<file path="src/cms_regs.svh">
// constants for the configuration-mode serial protocol block
// Overview of operation
// RL1: key 0x5A5A, 16 bits, no start or parity, enters configuration mode.
// RL2: the configuration system shifts the key out least significant bit first.
// RL3: key accepted only during the initialization phase after power-up.
// RL4: key frames are 16 bits, command frames 14 bits; length tells them apart.
// RL5: inbound traffic is pulse-duration modulated voltage on the bus pins.
// RL6: on entry the device answers with config register two contents.
// RL7: without key in time, later pulses become sync pulses or are ignored.
// RL8: outbound config frame format is fixed; sync response and auto-zero off.
// RL9: responses go out current-modulated, Manchester-1 encoded.
// RL10: every outbound frame starts with start bits 1 then 0.
// RL11: frame is 18 bits: two start bits plus 16-bit word, LSB first.
// RL12: word: parity bit 15, address 14:11, data 10:3, state vector 2:0.
// RL13: normal responses carry state vector 101b.
// RL14: parity makes the 16-bit word hold an even count of ones.
// RL15: parity, not CRC, marks configuration frames apart from normal ones.
// RL16: inbound frame holds 8 data bits, r/w bit, 4 address bits, parity.
// RL17: read/write bit 0 writes, 1 reads.
// RL18: inbound parity makes the count of ones in the frame even.
// RL19: inbound command frames are sent least significant bit first.
// RL20: analog chain output enabled only when its enable bit is 1; default 0.
// RL21: inbound parity error answers state vector 110b with zero data and address.
// RL22: each completed read or write is acknowledged by one handshake frame.
// RL23: write 0x80 to address 1010b: handshake, exit, restart init phase.
// RL24: bits recovered by pulse duration against the clock; bits counted.
// RL25: inbound order data, address, r/w, parity; parity checked first.
`ifndef CMS_REGS_SVH
`define CMS_REGS_SVH
`define CMS_KEY 16'h5a5a
`define CMS_KEY_BITS 5'd16
`define CMS_CMD_BITS 5'd14
`define CMS_SV_OK 3'h5
`define CMS_SV_ERR 3'h6
`define CMS_EXIT_ADDR 4'ha
`define CMS_EXIT_DATA 8'h80
`define CMS_REG2_ADDR 4'h2
`define CMS_CLK_NS 25
// pulse width threshold between a 0 and a 1 (high time), in ns
`define CMS_BIT_THR_NS 3000
`define CMS_BIT_THR_CYC (`CMS_BIT_THR_NS / `CMS_CLK_NS)
// bus idle time that ends a frame, in ns
`define CMS_GAP_NS 40000
`define CMS_GAP_CYC (`CMS_GAP_NS / `CMS_CLK_NS)
// initialization phase length, in ns
`define CMS_INIT_NS 100000
`define CMS_INIT_CYC (`CMS_INIT_NS / `CMS_CLK_NS)
// manchester half-bit time, in ns
`define CMS_HALF_NS 4000
`define CMS_HALF_CYC (`CMS_HALF_NS / `CMS_CLK_NS)
`define CMS_FRAME_BITS 5'd18
`define CMS_OE_BIT 0
`define CMS_LOCK_BIT 7
// apb register offsets
`define CMS_A_CTRL 12'h000
`define CMS_A_STAT 12'h004
`define CMS_A_REG0 12'h010
`define CMS_REG_FILE_BITS 4
`endif
</file>
<file path="src/cms_pkg.sv">
// types for the configuration-mode serial protocol block
package cms_pkg;
    typedef enum logic [1:0] {CMS_INIT, CMS_CONFIG, CMS_NORMAL} cms_mode_t;
endpackage

</file>
<file path="src/cms_config_serial.sv">
// configuration-mode serial protocol: key detect, command decode, reply
`include "cms_regs.svh"
module cms_config_serial
    import cms_pkg::*;
(
    input wire logic clock,
    input wire logic rst_n,
    input wire logic bus_positive_pin,
    input wire logic bus_negative_pin,
    input wire logic async_mode,
    input wire logic psel,
    input wire logic penable,
    input wire logic pwrite,
    input wire logic [11:0] paddr,
    input wire logic [31:0] pwdata,
    output logic [31:0] prdata,
    output logic pready,
    output logic pslverr,
    output logic tx_current,
    output logic sync_pulse,
    output logic analog_chain_out_enable
);
    localparam int INIT_CYC = `CMS_INIT_CYC;
    localparam int GAP_CYC = `CMS_GAP_CYC;
    localparam int THR_CYC = `CMS_BIT_THR_CYC;
    localparam int HALF_CYC = `CMS_HALF_CYC;

    // pin synchronisers
    logic [1:0] vp_sync_ff;
    logic [1:0] vn_sync_ff;
    logic line_ff;
    always_ff @(posedge clock or negedge rst_n)
    begin
        if (!rst_n)
        begin
            vp_sync_ff <= 2'h0;
            vn_sync_ff <= 2'h0;
            line_ff <= 1'b0;
        end
        else
        begin
            vp_sync_ff <= {vp_sync_ff[0], bus_positive_pin};
            vn_sync_ff <= {vn_sync_ff[0], bus_negative_pin};
            line_ff <= vp_sync_ff[1] & ~vn_sync_ff[1];
        end
    end
    // modulation is the positive pin taken relative to the negative pin
    wire line_hi = vp_sync_ff[1] & ~vn_sync_ff[1]; // RL5
    wire rise = line_hi & ~line_ff;
    wire fall = ~line_hi & line_ff;

    // pulse duration measurement and bit shift
    logic [15:0] wid_ff;
    logic [15:0] gap_ff;
    logic [15:0] shreg_ff;
    logic [4:0] nbits_ff;
    logic frame_done;
    wire bit_val = (wid_ff >= 16'(THR_CYC)); // RL24
    wire gap_end = (gap_ff == 16'(GAP_CYC)) && (nbits_ff != 5'd0);
    always_ff @(posedge clock or negedge rst_n)
    begin
        if (!rst_n)
        begin
            wid_ff <= 16'h0;
            gap_ff <= 16'h0;
            shreg_ff <= 16'h0;
            nbits_ff <= 5'h0;
        end
        else
        begin
            wid_ff <= rise ? 16'h0 : (line_hi ? wid_ff + 16'h1 : wid_ff);
            if (line_hi || rise)
                gap_ff <= 16'h0;
            else if (gap_ff != 16'hffff)
                gap_ff <= gap_ff + 16'h1;
            if (gap_end)
                nbits_ff <= 5'h0;
            else if (fall && nbits_ff != 5'd31)
            begin
                // lsb first: shift in from the top
                shreg_ff <= {bit_val, shreg_ff[15:1]}; // RL2 RL19 RL24
                nbits_ff <= nbits_ff + 5'h1;
            end
        end
    end
    assign frame_done = gap_end;
    // a 14-bit frame sits in bits 15:2 after shifting
    wire [13:0] cmd = shreg_ff[15:2];
    wire is_key = (nbits_ff == `CMS_KEY_BITS) && (shreg_ff == `CMS_KEY); // RL1 RL4
    wire is_cmd = (nbits_ff == `CMS_CMD_BITS); // RL4
    wire [7:0] cmd_data = cmd[7:0]; // RL16 RL25
    wire [3:0] cmd_addr = cmd[11:8]; // RL25
    wire cmd_rd = cmd[12]; // RL17
    wire cmd_par_ok = ~^cmd; // RL18 RL25

    // mode and init phase timer
    cms_mode_t mode_ff;
    logic [15:0] init_cnt_ff;
    logic [7:0] regs_ff [0:15];
    logic tx_busy;
    logic tx_go;
    logic [3:0] tx_addr;
    logic [7:0] tx_data;
    logic [2:0] tx_sv;
    wire init_over = (init_cnt_ff == 16'(INIT_CYC));
    wire locked = regs_ff[`CMS_REG2_ADDR][`CMS_LOCK_BIT];
    wire do_cmd = (mode_ff == CMS_CONFIG) && frame_done && is_cmd && !tx_busy;
    wire wr_ok = do_cmd && cmd_par_ok && !cmd_rd && !locked; // RL17
    wire exit_cmd = do_cmd && cmd_par_ok && !cmd_rd && cmd_addr == `CMS_EXIT_ADDR
        && cmd_data == `CMS_EXIT_DATA;
    // entry only while still in the init phase
    wire enter = (mode_ff == CMS_INIT) && frame_done && is_key && !init_over; // RL3
    always_ff @(posedge clock or negedge rst_n)
    begin
        if (!rst_n)
        begin
            mode_ff <= CMS_INIT;
            init_cnt_ff <= 16'h0;
        end
        else
        begin
            if (mode_ff == CMS_INIT && !init_over)
                init_cnt_ff <= init_cnt_ff + 16'h1;
            if (enter)
                mode_ff <= CMS_CONFIG; // RL1
            else if (mode_ff == CMS_INIT && init_over)
                mode_ff <= CMS_NORMAL; // RL7
            else if (exit_cmd)
            begin
                mode_ff <= CMS_INIT; // RL23
                init_cnt_ff <= 16'h0;
            end
        end
    end
    // after init, pulses are sync pulses only in synchronous mode
    assign sync_pulse = (mode_ff == CMS_NORMAL) && rise && !async_mode; // RL7

    // apb slave for the configuration ram
    wire apb_acc = psel && penable;
    wire apb_wr = apb_acc && pwrite;
    wire reg_hit = paddr[11:6] == 6'h0 && paddr[5:4] != 2'h0
        && paddr[1:0] == 2'h0;
    wire [3:0] reg_idx = paddr[5:2] - 4'h4;
    wire apb_reg_wr = apb_wr && reg_hit;
    assign pready = 1'b1;
    assign pslverr = apb_acc && !(reg_hit || paddr == `CMS_A_STAT
        || paddr == `CMS_A_CTRL);
    always_ff @(posedge clock or negedge rst_n)
    begin
        if (!rst_n)
        begin
            for (int i = 0; i < 16; i++)
                regs_ff[i] <= 8'h0;
        end
        else if (wr_ok && cmd_addr != `CMS_EXIT_ADDR)
            regs_ff[cmd_addr] <= cmd_data;
        else if (apb_reg_wr)
            regs_ff[reg_idx] <= pwdata[7:0];
    end
    // default 0 keeps the analog chain output off
    assign analog_chain_out_enable = regs_ff[0][`CMS_OE_BIT]; // RL20
    always_ff @(posedge clock or negedge rst_n)
    begin
        if (!rst_n)
            prdata <= 32'h0;
        else if (psel && !penable && !pwrite)
        begin
            if (reg_hit)
                prdata <= {24'h0, regs_ff[reg_idx]};
            else if (paddr == `CMS_A_STAT)
                prdata <= {29'h0, tx_busy, 2'(mode_ff)};
            else
                prdata <= 32'h0;
        end
    end

    // reply selection
    always_comb
    begin
        tx_go = 1'b0;
        tx_addr = 4'h0;
        tx_data = 8'h0;
        tx_sv = `CMS_SV_OK; // RL13
        if (enter)
        begin
            tx_go = 1'b1; // RL6
            tx_addr = `CMS_REG2_ADDR;
            tx_data = regs_ff[`CMS_REG2_ADDR];
        end
        else if (do_cmd && !cmd_par_ok)
        begin
            tx_go = 1'b1; // RL21
            tx_sv = `CMS_SV_ERR;
        end
        else if (do_cmd)
        begin
            tx_go = 1'b1; // RL22
            tx_addr = cmd_addr;
            tx_data = wr_ok ? cmd_data : regs_ff[cmd_addr];
        end
    end
    // fixed format: no options from stored configuration apply here
    wire [14:0] word_lo = {tx_addr, tx_data, tx_sv}; // RL8 RL12
    wire [15:0] word = {^word_lo, word_lo}; // RL14 RL15
    // start bits 1 then 0 go first, then word lsb first
    wire [17:0] frame = {word, 2'b01}; // RL10 RL11

    // manchester transmitter
    logic [17:0] txsh_ff;
    logic [4:0] txcnt_ff;
    logic [15:0] half_ff;
    logic phase_ff;
    assign tx_busy = (txcnt_ff != 5'h0);
    wire half_tick = (half_ff == 16'(HALF_CYC - 1));
    always_ff @(posedge clock or negedge rst_n)
    begin
        if (!rst_n)
        begin
            txsh_ff <= 18'h0;
            txcnt_ff <= 5'h0;
            half_ff <= 16'h0;
            phase_ff <= 1'b0;
        end
        else if (tx_go && !tx_busy)
        begin
            txsh_ff <= frame;
            txcnt_ff <= `CMS_FRAME_BITS;
            half_ff <= 16'h0;
            phase_ff <= 1'b0;
        end
        else if (tx_busy)
        begin
            half_ff <= half_tick ? 16'h0 : half_ff + 16'h1;
            if (half_tick)
            begin
                phase_ff <= ~phase_ff;
                if (phase_ff)
                begin
                    txsh_ff <= {1'b0, txsh_ff[17:1]};
                    txcnt_ff <= txcnt_ff - 5'h1;
                end
            end
        end
    end
    // manchester-1: a 1 is high then low, a 0 low then high
    always_ff @(posedge clock or negedge rst_n)
    begin
        if (!rst_n)
            tx_current <= 1'b0;
        else
            tx_current <= tx_busy && (txsh_ff[0] ^ phase_ff); // RL9
    end

    frame_len_a: assert property ( // RL11
        @(posedge clock) disable iff (!rst_n)
        tx_go && !tx_busy |=> tx_busy [*8])
        else $error("frame too short");
    enter_ack_a: assert property ( // RL6
        @(posedge clock) disable iff (!rst_n)
        enter |=> mode_ff == CMS_CONFIG && txsh_ff[1:0] == 2'b01)
        else $error("entry not acknowledged");
    par_even_a: assert property ( // RL14
        @(posedge clock) disable iff (!rst_n)
        tx_go && !tx_busy |=> ~^txsh_ff[17:2])
        else $error("odd parity out");
    err_sv_a: assert property ( // RL21
        @(posedge clock) disable iff (!rst_n)
        do_cmd && !cmd_par_ok |=> txsh_ff[17:2] == 16'h0006)
        else $error("bad error frame");
    late_key_a: assert property ( // RL3
        @(posedge clock) disable iff (!rst_n)
        init_over && mode_ff != CMS_CONFIG |=> mode_ff != CMS_CONFIG)
        else $error("key taken late");
    exit_a: assert property ( // RL23
        @(posedge clock) disable iff (!rst_n)
        exit_cmd |=> mode_ff == CMS_INIT && init_cnt_ff == 16'h0)
        else $error("exit failed");
    wr_a: assert property ( // RL17
        @(posedge clock) disable iff (!rst_n)
        wr_ok && cmd_addr != `CMS_EXIT_ADDR |=>
        regs_ff[$past(cmd_addr)] == $past(cmd_data))
        else $error("write lost");
    sync_a: assert property ( // RL7
        @(posedge clock) disable iff (!rst_n)
        sync_pulse |-> mode_ff == CMS_NORMAL && !async_mode)
        else $error("sync pulse out of place");
    idle_low_a: assert property ( // RL9
        @(posedge clock) disable iff (!rst_n)
        !tx_busy |=> !tx_current)
        else $error("line not idle");
    half_len_a: assert property ( // RL9
        @(posedge clock) disable iff (!rst_n)
        half_tick |=> !half_tick [*8])
        else $error("half bit too short");
    start_bits_a: assert property ( // RL10
        @(posedge clock) disable iff (!rst_n)
        tx_go && !tx_busy |=> txsh_ff[1:0] == 2'b01)
        else $error("bad start bits");
    field_pos_a: assert property ( // RL12
        @(posedge clock) disable iff (!rst_n)
        tx_go && !tx_busy |=> txsh_ff[16:13] == $past(tx_addr)
        && txsh_ff[12:5] == $past(tx_data))
        else $error("field misplaced");
    sv_ok_a: assert property ( // RL13
        @(posedge clock) disable iff (!rst_n)
        tx_go && !tx_busy && !(do_cmd && !cmd_par_ok) |=>
        txsh_ff[4:2] == `CMS_SV_OK)
        else $error("bad state vector");
    keep_reg_a: assert property ( // RL25
        @(posedge clock) disable iff (!rst_n)
        do_cmd && (!cmd_par_ok || cmd_rd || locked) && !apb_reg_wr |=>
        regs_ff[$past(cmd_addr)] == $past(regs_ff[cmd_addr]))
        else $error("register changed");
    key_len_a: assert property ( // RL4
        @(posedge clock) disable iff (!rst_n)
        frame_done && nbits_ff == `CMS_CMD_BITS |-> !enter)
        else $error("short frame taken as key");
endmodule

</file>
<file path="config.mk">
export PLATFORM = sky130hd
export DESIGN_NAME = cms_config_serial
export DESIGN_NICKNAME = d
export VERILOG_FILES = /design/src/cms_pkg.sv /design/src/cms_config_serial.sv
export VERILOG_INCLUDE_DIRS = /design/src
export SDC_FILE = /design/constraint.sdc
export NUM_CORES = 1
export LEC_CHECK = 0
export ABC_AREA = 1
export BUFFER_PORTS_ARGS = -buffer_cell sky130_fd_sc_hd__buf_2
export CORE_UTILIZATION = 56
export DETAILED_ROUTE_END_ITERATION = 10
export GPL_TIMING_DRIVEN = 0
export PLACE_DENSITY = 0.88
export SYNTH_ARGS = -nofsm -noshare
export SYNTH_HDL_FRONTEND = slang
export SYNTH_SLANG_ARGS = --single-unit
</file>
<file path="constraint.sdc">
create_clock -name clock -period 3.1 [get_ports clock]
set_input_delay 0.62 -clock clock [delete_from_list [all_inputs] [get_ports clock]]
set_output_delay 0.62 -clock clock [all_outputs]
set_load 0.02 [all_outputs]
</file>
Yosys cells after proc, flatten, opt, wreduce, memory -nomap -nowiden
Index checks and enable logic that the tools add are counted.

storage, ports and cells
  flip-flop bits (word level) = 277
  input port bits = 52
  output and inout bits = 37
  logic and storage cells = 187

cells by class
  $add $sub $neg = 7
  $lt $le $gt $ge = 5
  equality and inequality tests = 14
  multiplexer cells = 55
  bitwise logic cells = 11
  reductions and logical operators = 64

operator list
  kind                     number
  $bwmux W128              2
  $mux W128                2
  $mux W16                 11
  $mux W8                  11
  $mux W18                 4
  $add A16 B1 Y16 const B  4
  $bmux W8 S4              2
  $demux W8 S4             2
  $logic_and A1 B1 Y1      32
  $mux W5                  6
  $eq A16 B11 Y1 const B   1
  $eq A16 B12 Y1 const B   1
  $eq A16 B15 Y1 const B   1
  $eq A16 B8 Y1 const B    1
  $ge A16 B7 Y1 const B    1
  $ne A16 B16 Y1 const B   1
  $reduce_bool A2 Y1       8
  $reduce_xor A15 Y1       1
  $reduce_xnor A14 Y1      1
  $eq A12 B3 Y1 const B    1
  $logic_not A12 Y1        1
  $mux W4                  3
  $ge A5 B5 Y1 const B     2
  $lt A5 B1 Y1 const B     2
  26 further kinds         55

Longest topological paths before layout
  depth in word-level cells = 14
  gate-level depth with buffers = 26
  depth with buffers taken out = 24

Worst setup path after synthesis
Ideal clock, no wire load.

  path type = register to register
  start point = reg shreg_ff[12]
  end point = reg regs_ff[80] in the netlist's numbering
  library setup time = 0.125 ns
  data arrival time = 3.228 ns
  data required time = 2.975 ns
  slack = -0.253 ns
  cell stages (with the launch flop) = 20
  path buffers = 3
  clock period less this slack = 3.353 ns
  cell sequence = dfrtp_1 clkbuf_1 clkinv_1 clkbuf_1 ha_1 inv_1 nand2_1 nand2_1 nand2_1 nand2_1 nand2_1 nand2_1 nand2_2 nor3_4 inv_2 nor2_8 buf_8 inv_1 a22oi_4 mux2_2

between the ends
  longest elaborated chain between the ends = 7
  elaborated cells on any way between the ends = 15
  classes of those cells = order compare (2); eq/ne (1); mux (4); bitwise (1); reduce/logical (7)

RTL lines
  element                                                             RTL line                  RTL
  start: declaration                                                  cms_config_serial.sv:55   logic [15:0] shreg_ff;
  start signal: assignment                                            cms_config_serial.sv:81   shreg_ff <= {bit_val, shreg_ff[15:1]};
  $not A4 Y5 (not written as such)                                    cms_config_serial.sv:156  regs_ff[cmd_addr] <= cmd_data;
  $ge A5 B5 Y1 (not written as such) or $lt A5 B1 Y1 (tied branches)  cms_config_serial.sv:156
  $logic_and A1 B1 Y1 (not written as such)                           cms_config_serial.sv:156
  $mux W8 (not written as such)                                       cms_config_serial.sv:156
  $demux W8 S4                                                        cms_config_serial.sv:156
  $bwmux W128                                                         cms_config_serial.sv:156
  $mux W128                                                           cms_config_serial.sv:155  else if (wr_ok && cmd_addr != `CMS_EXIT_ADDR)
  end signal: indexed assignment                                      cms_config_serial.sv:156
  end signal: indexed assignment                                      cms_config_serial.sv:158  regs_ff[reg_idx] <= pwdata[7:0];
  end: declaration                                                    cms_config_serial.sv:99   logic [7:0] regs_ff [0:15];

Parallel ways exist; a longest one is shown, timed or not.
A chain may end at the register's enable or synchronous reset.

Worst setup path after layout
  start point = reg shreg_ff[12]
  end point = reg regs_ff[98] in the netlist's numbering

The elaborated chain is that of the path after synthesis.

==> metrics.txt <==
status=finished with violations; failing checks=negative setup slack; xor/xnor cell area share of the yosys netlist=0.454%; Top FF cell, synth=dfrtp_1; register area=0.00634 mm2; mux contribution to synthesized area=1.11%; Synth Area in Simple Gates=22.8%; WP data required=between 3000 and 4000 ps; largest family of logic cells by synthesized area=simple AND/OR/NAND/NOR gates; area of the multi-input gates=between 0.007 and 0.008 mm2; share of the synthesized area in the top cell type=41.0%; Syn Area/Cell=7.34 um2; overall die height=around 170 um; Layout area overhead=20.2%; Core Rows=60; Die Span X=168 um; FFs w/ async S/R, synth=100%; I/O Pins=89; drt wl/cell=between 20 and 25 um; CP Capture Type=register; Clk pin slew, worst setup/hold paths=60 ps; DRT Pass-1 Iters=9; placed cells=2,500; fraction of layout cells with a size suffix above 1=15.9%; n_diodes=0; vias in the first global route=15,200; filler instances=2,111; minimum clock period=between 3000 and 4000 ps; Nets=2,341; FF+latch count, synth=253; Iteration-0 DRC Markers=2,202; post-synthesis adder-cell area fraction=2.67%; CP most frequent cell=nand2_1; HP Class=in2reg; r2r worst-path depth=19; Tcrit/Tclk final=107%; dpl cell area=0.0162 mm2; CTS tree=done; DP HPWL=43.8 mm; initial antenna violation count=2; register area share after synthesis=41.0%; DR DRC count=0; Core Util, Final=68.7%; area fraction in compound gates after synthesis=19.9%; power consumption=9650 uW; Port Buffers=30; vias per inst=6.39; largest net degree at the start of global routing=125; die area=around 0.028 mm2; data arrival time of the worst path=3830 ps; antenna viol nets, final=0; hold depth=1; Starting Density=57.2%; Synthesis Warnings=0; Post-Synthesis Cell Area=0.0154 mm2; design area=between 0.015 and 0.02 mm2; Crit-path slowest cell=nor2_1; setup TNS=-1150 ps; Area contributors post-synth=dfrtp_1, nand2_1, inv_1, o21ai_0, a21oi_1; peak supply drop=~0.4 mV; Lkg Pwr=0.00855 uW; gp weighted congestion=1.08; Worst Slack Setup Final=-213 ps; Syn Inst Count=2,104; count of flip-flops with a built-in enable after synthesis=0; maximum level of the CTS H-tree=1; Worst-Margin Slew=1100 ps; max-slew violations=0; Max Buffers Root-to-Sink=3; worst-path fanout max=10; clock root cell=clkbuf_16; final hold vios=0; Non-Filler Instances=2,619; first-pass GRT wire length=91.5 mm; post-synth cell types=61; Total Routing Usage GR=43.8%; clk_skew=29.3 ps; vias=16,700; CORE AREA=0.0270 mm2; Critical Path, Cell by Cell=buf_8 > clkinv_8 > clkbuf_16 > ha_4 > inv_2 > nand2_1 > nand2_1 > nand2_1 > nand2_1 > nand2_1 > nand2_2 > nand4_1 > nor2_4 > buf_4 > nor2_1 > nand2_1 > o21ai_0 > o21ai_0 > inv_1; DRT Wirelength=~64 mm; Max Cap Violations=0; worst skew pair latency=approximately 600 ps; area leader, netlist=dfrtp_1; clock sinks=253; final setup fails=31; Pwr Density=519 mW/mm2; Slew headroom=26.4%; crit path kind=reg2reg; Worst setup SP type=register; fmax=0.302 GHz; CTS Buf Count=29; grt total ovfl=0; Largest stage delay, worst path=530 ps
-- critical path, delay by kind of cell (launching register included) --
kind | cells | cell delay [ps]
adder cells (fa/ha/maj) | 1 | 280
flip-flops | 1 | 440
AND/OR/NAND/NOR | 10 | 1440
AO/OA/AOI/OAI | 2 | 400
buffers and inverters | 6 | 680
-- stage by stage --
step / hold slack [ps] / setup slack, ps
final: 144 / -213
after global routing: 144 / -133
after CTS: 148 / 0.252
after detailed placement: 340 / -1770
after global placement: 332 / -3160
after floorplan: 324 / 4.43
-- registers in the layout, summed over array words and instances (netlist names), 5 cells and up --
signal / cells
prdata: 8
shreg_ff: 16
half_ff: 16
txcnt_ff: 5
wid_ff: 16
gap_ff: 16
txsh_ff: 18
regs_ff: 126
nbits_ff: 5
init_cnt_ff: 16
-- path summary, 6_finish.rpt --
kind,start,to,slack (ps)
worst min register to register,vn_sync_ff[0]$_DFF_PN0_,vn_sync_ff[1]$_DFF_PN0_,350
worst max-delay path,shreg_ff[12]$_DFFE_PN0P_,regs_ff[98]$_DFFE_PN0P_,-210
max in group asynchronous,rst_n,shreg_ff[8]$_DFFE_PN0P_,1620
min in group asynchronous,rst_n,half_ff[11]$_DFFE_PN0P_,520
worst max register to register,shreg_ff[12]$_DFFE_PN0P_,regs_ff[98]$_DFFE_PN0P_,-210
worst min-delay path,bus_negative_pin,vn_sync_ff[0]$_DFF_PN0_,140
-- Yosys cell counts, types with 3 or more instances --
master	n
o22ai_1	42
mux2i_1	7
o41ai_1	4
a31oi_1	13
nand2_2	3
nand3_2	7
nor2_1	153
o31ai_1	3
o32ai_1	8
inv_2	11
clkinv_1	6
mux2_2	8
o211ai_1	19
nand2_1	398
nor3_1	40
nand3_1	132
buf_2	11
o2111ai_1	6
o21ai_0	211
xor2_1	7
ha_1	33
nor4_1	14
nor3b_1	3
or2_2	10
a22oi_1	9
buf_1	11
clkbuf_1	61
inv_1	334
dfrtp_1	253
nor2_2	4
a21oi_1	140
buf_4	25
o21ai_1	23
nand4_1	24
a32o_1	5
o311ai_0	6
o221ai_1	20
a221oi_1	10
-- final cells by class --
type	instances	area share, %
flip-flops and latches	253	34.1
clock inverters	11	0.701
repair inverters	1	0.0404
repair buffers	104	4.36
clock buffers	42	4.49
well taps	341	2.30
plain buffers	104	3.97
inverters	351	7.41
multi-input cells	1412	42.6
-- placed cells by master, fill, tap and decap left out, types with 9 or more instances in the layout --
master / n
o21ai_1: 34
a22oi_1: 9
buf_1: 10
nor2_1: 144
conb_1: 25
nand2_1: 378
o211ai_1: 19
or2_2: 10
nand3_2: 10
nor3_1: 34
nand3_1: 122
o221ai_1: 20
nand3_4: 9
clkbuf_16: 35
a221oi_1: 10
clkinvlp_4: 11
inv_2: 16
o21ai_0: 200
clkbuf_1: 37
clkbuf_2: 13
ha_1: 27
nand4_1: 24
nor4_1: 13
buf_4: 93
nand2_2: 19
dfrtp_1: 247
buf_2: 37
o22ai_1: 42
a21oi_1: 136
inv_1: 318
-- report_power, final --
part	leakage, uW	internal, uW	total, uW	switching, uW
logic	0.00505	788	2590	1810
registers	0.00302	3400	3520	128
clock network	0.000475	2040	3530	1490
-- repair_timing --
item                                    CTS  global route
hold buffers                              1             0
endpoints found under the hold margin    31             0
endpoints found under the setup margin  189           164
buffers inserted                         41            28
gates resized for setup                 104           140
cloned                                    0             3
pin swaps                                 8            26
-- routing by layer --
layer  vias up  part of all wire [%]  GRT usage, %
met5         -                 0.039             0
met4         4                   6.5          23.0
met3       288                    14          13.5
met2      1280                    41          63.8
met1      7888                    38          58.6
li1       7276                     -             -
-- cells by family (layout without fill, tap and decap cells) --
logic type	Yosys count	after routing
XOR/XNOR	8	8
AND/OR/NAND/NOR	800	800
AO/OA/AOI/OAI	530	530
multiplexers	16	16
buffers and inverters	462	613
adder cells (fa/ha/maj)	33	33
flip-flops	253	253
other	2	25
(Power assumes the default switching activity.)
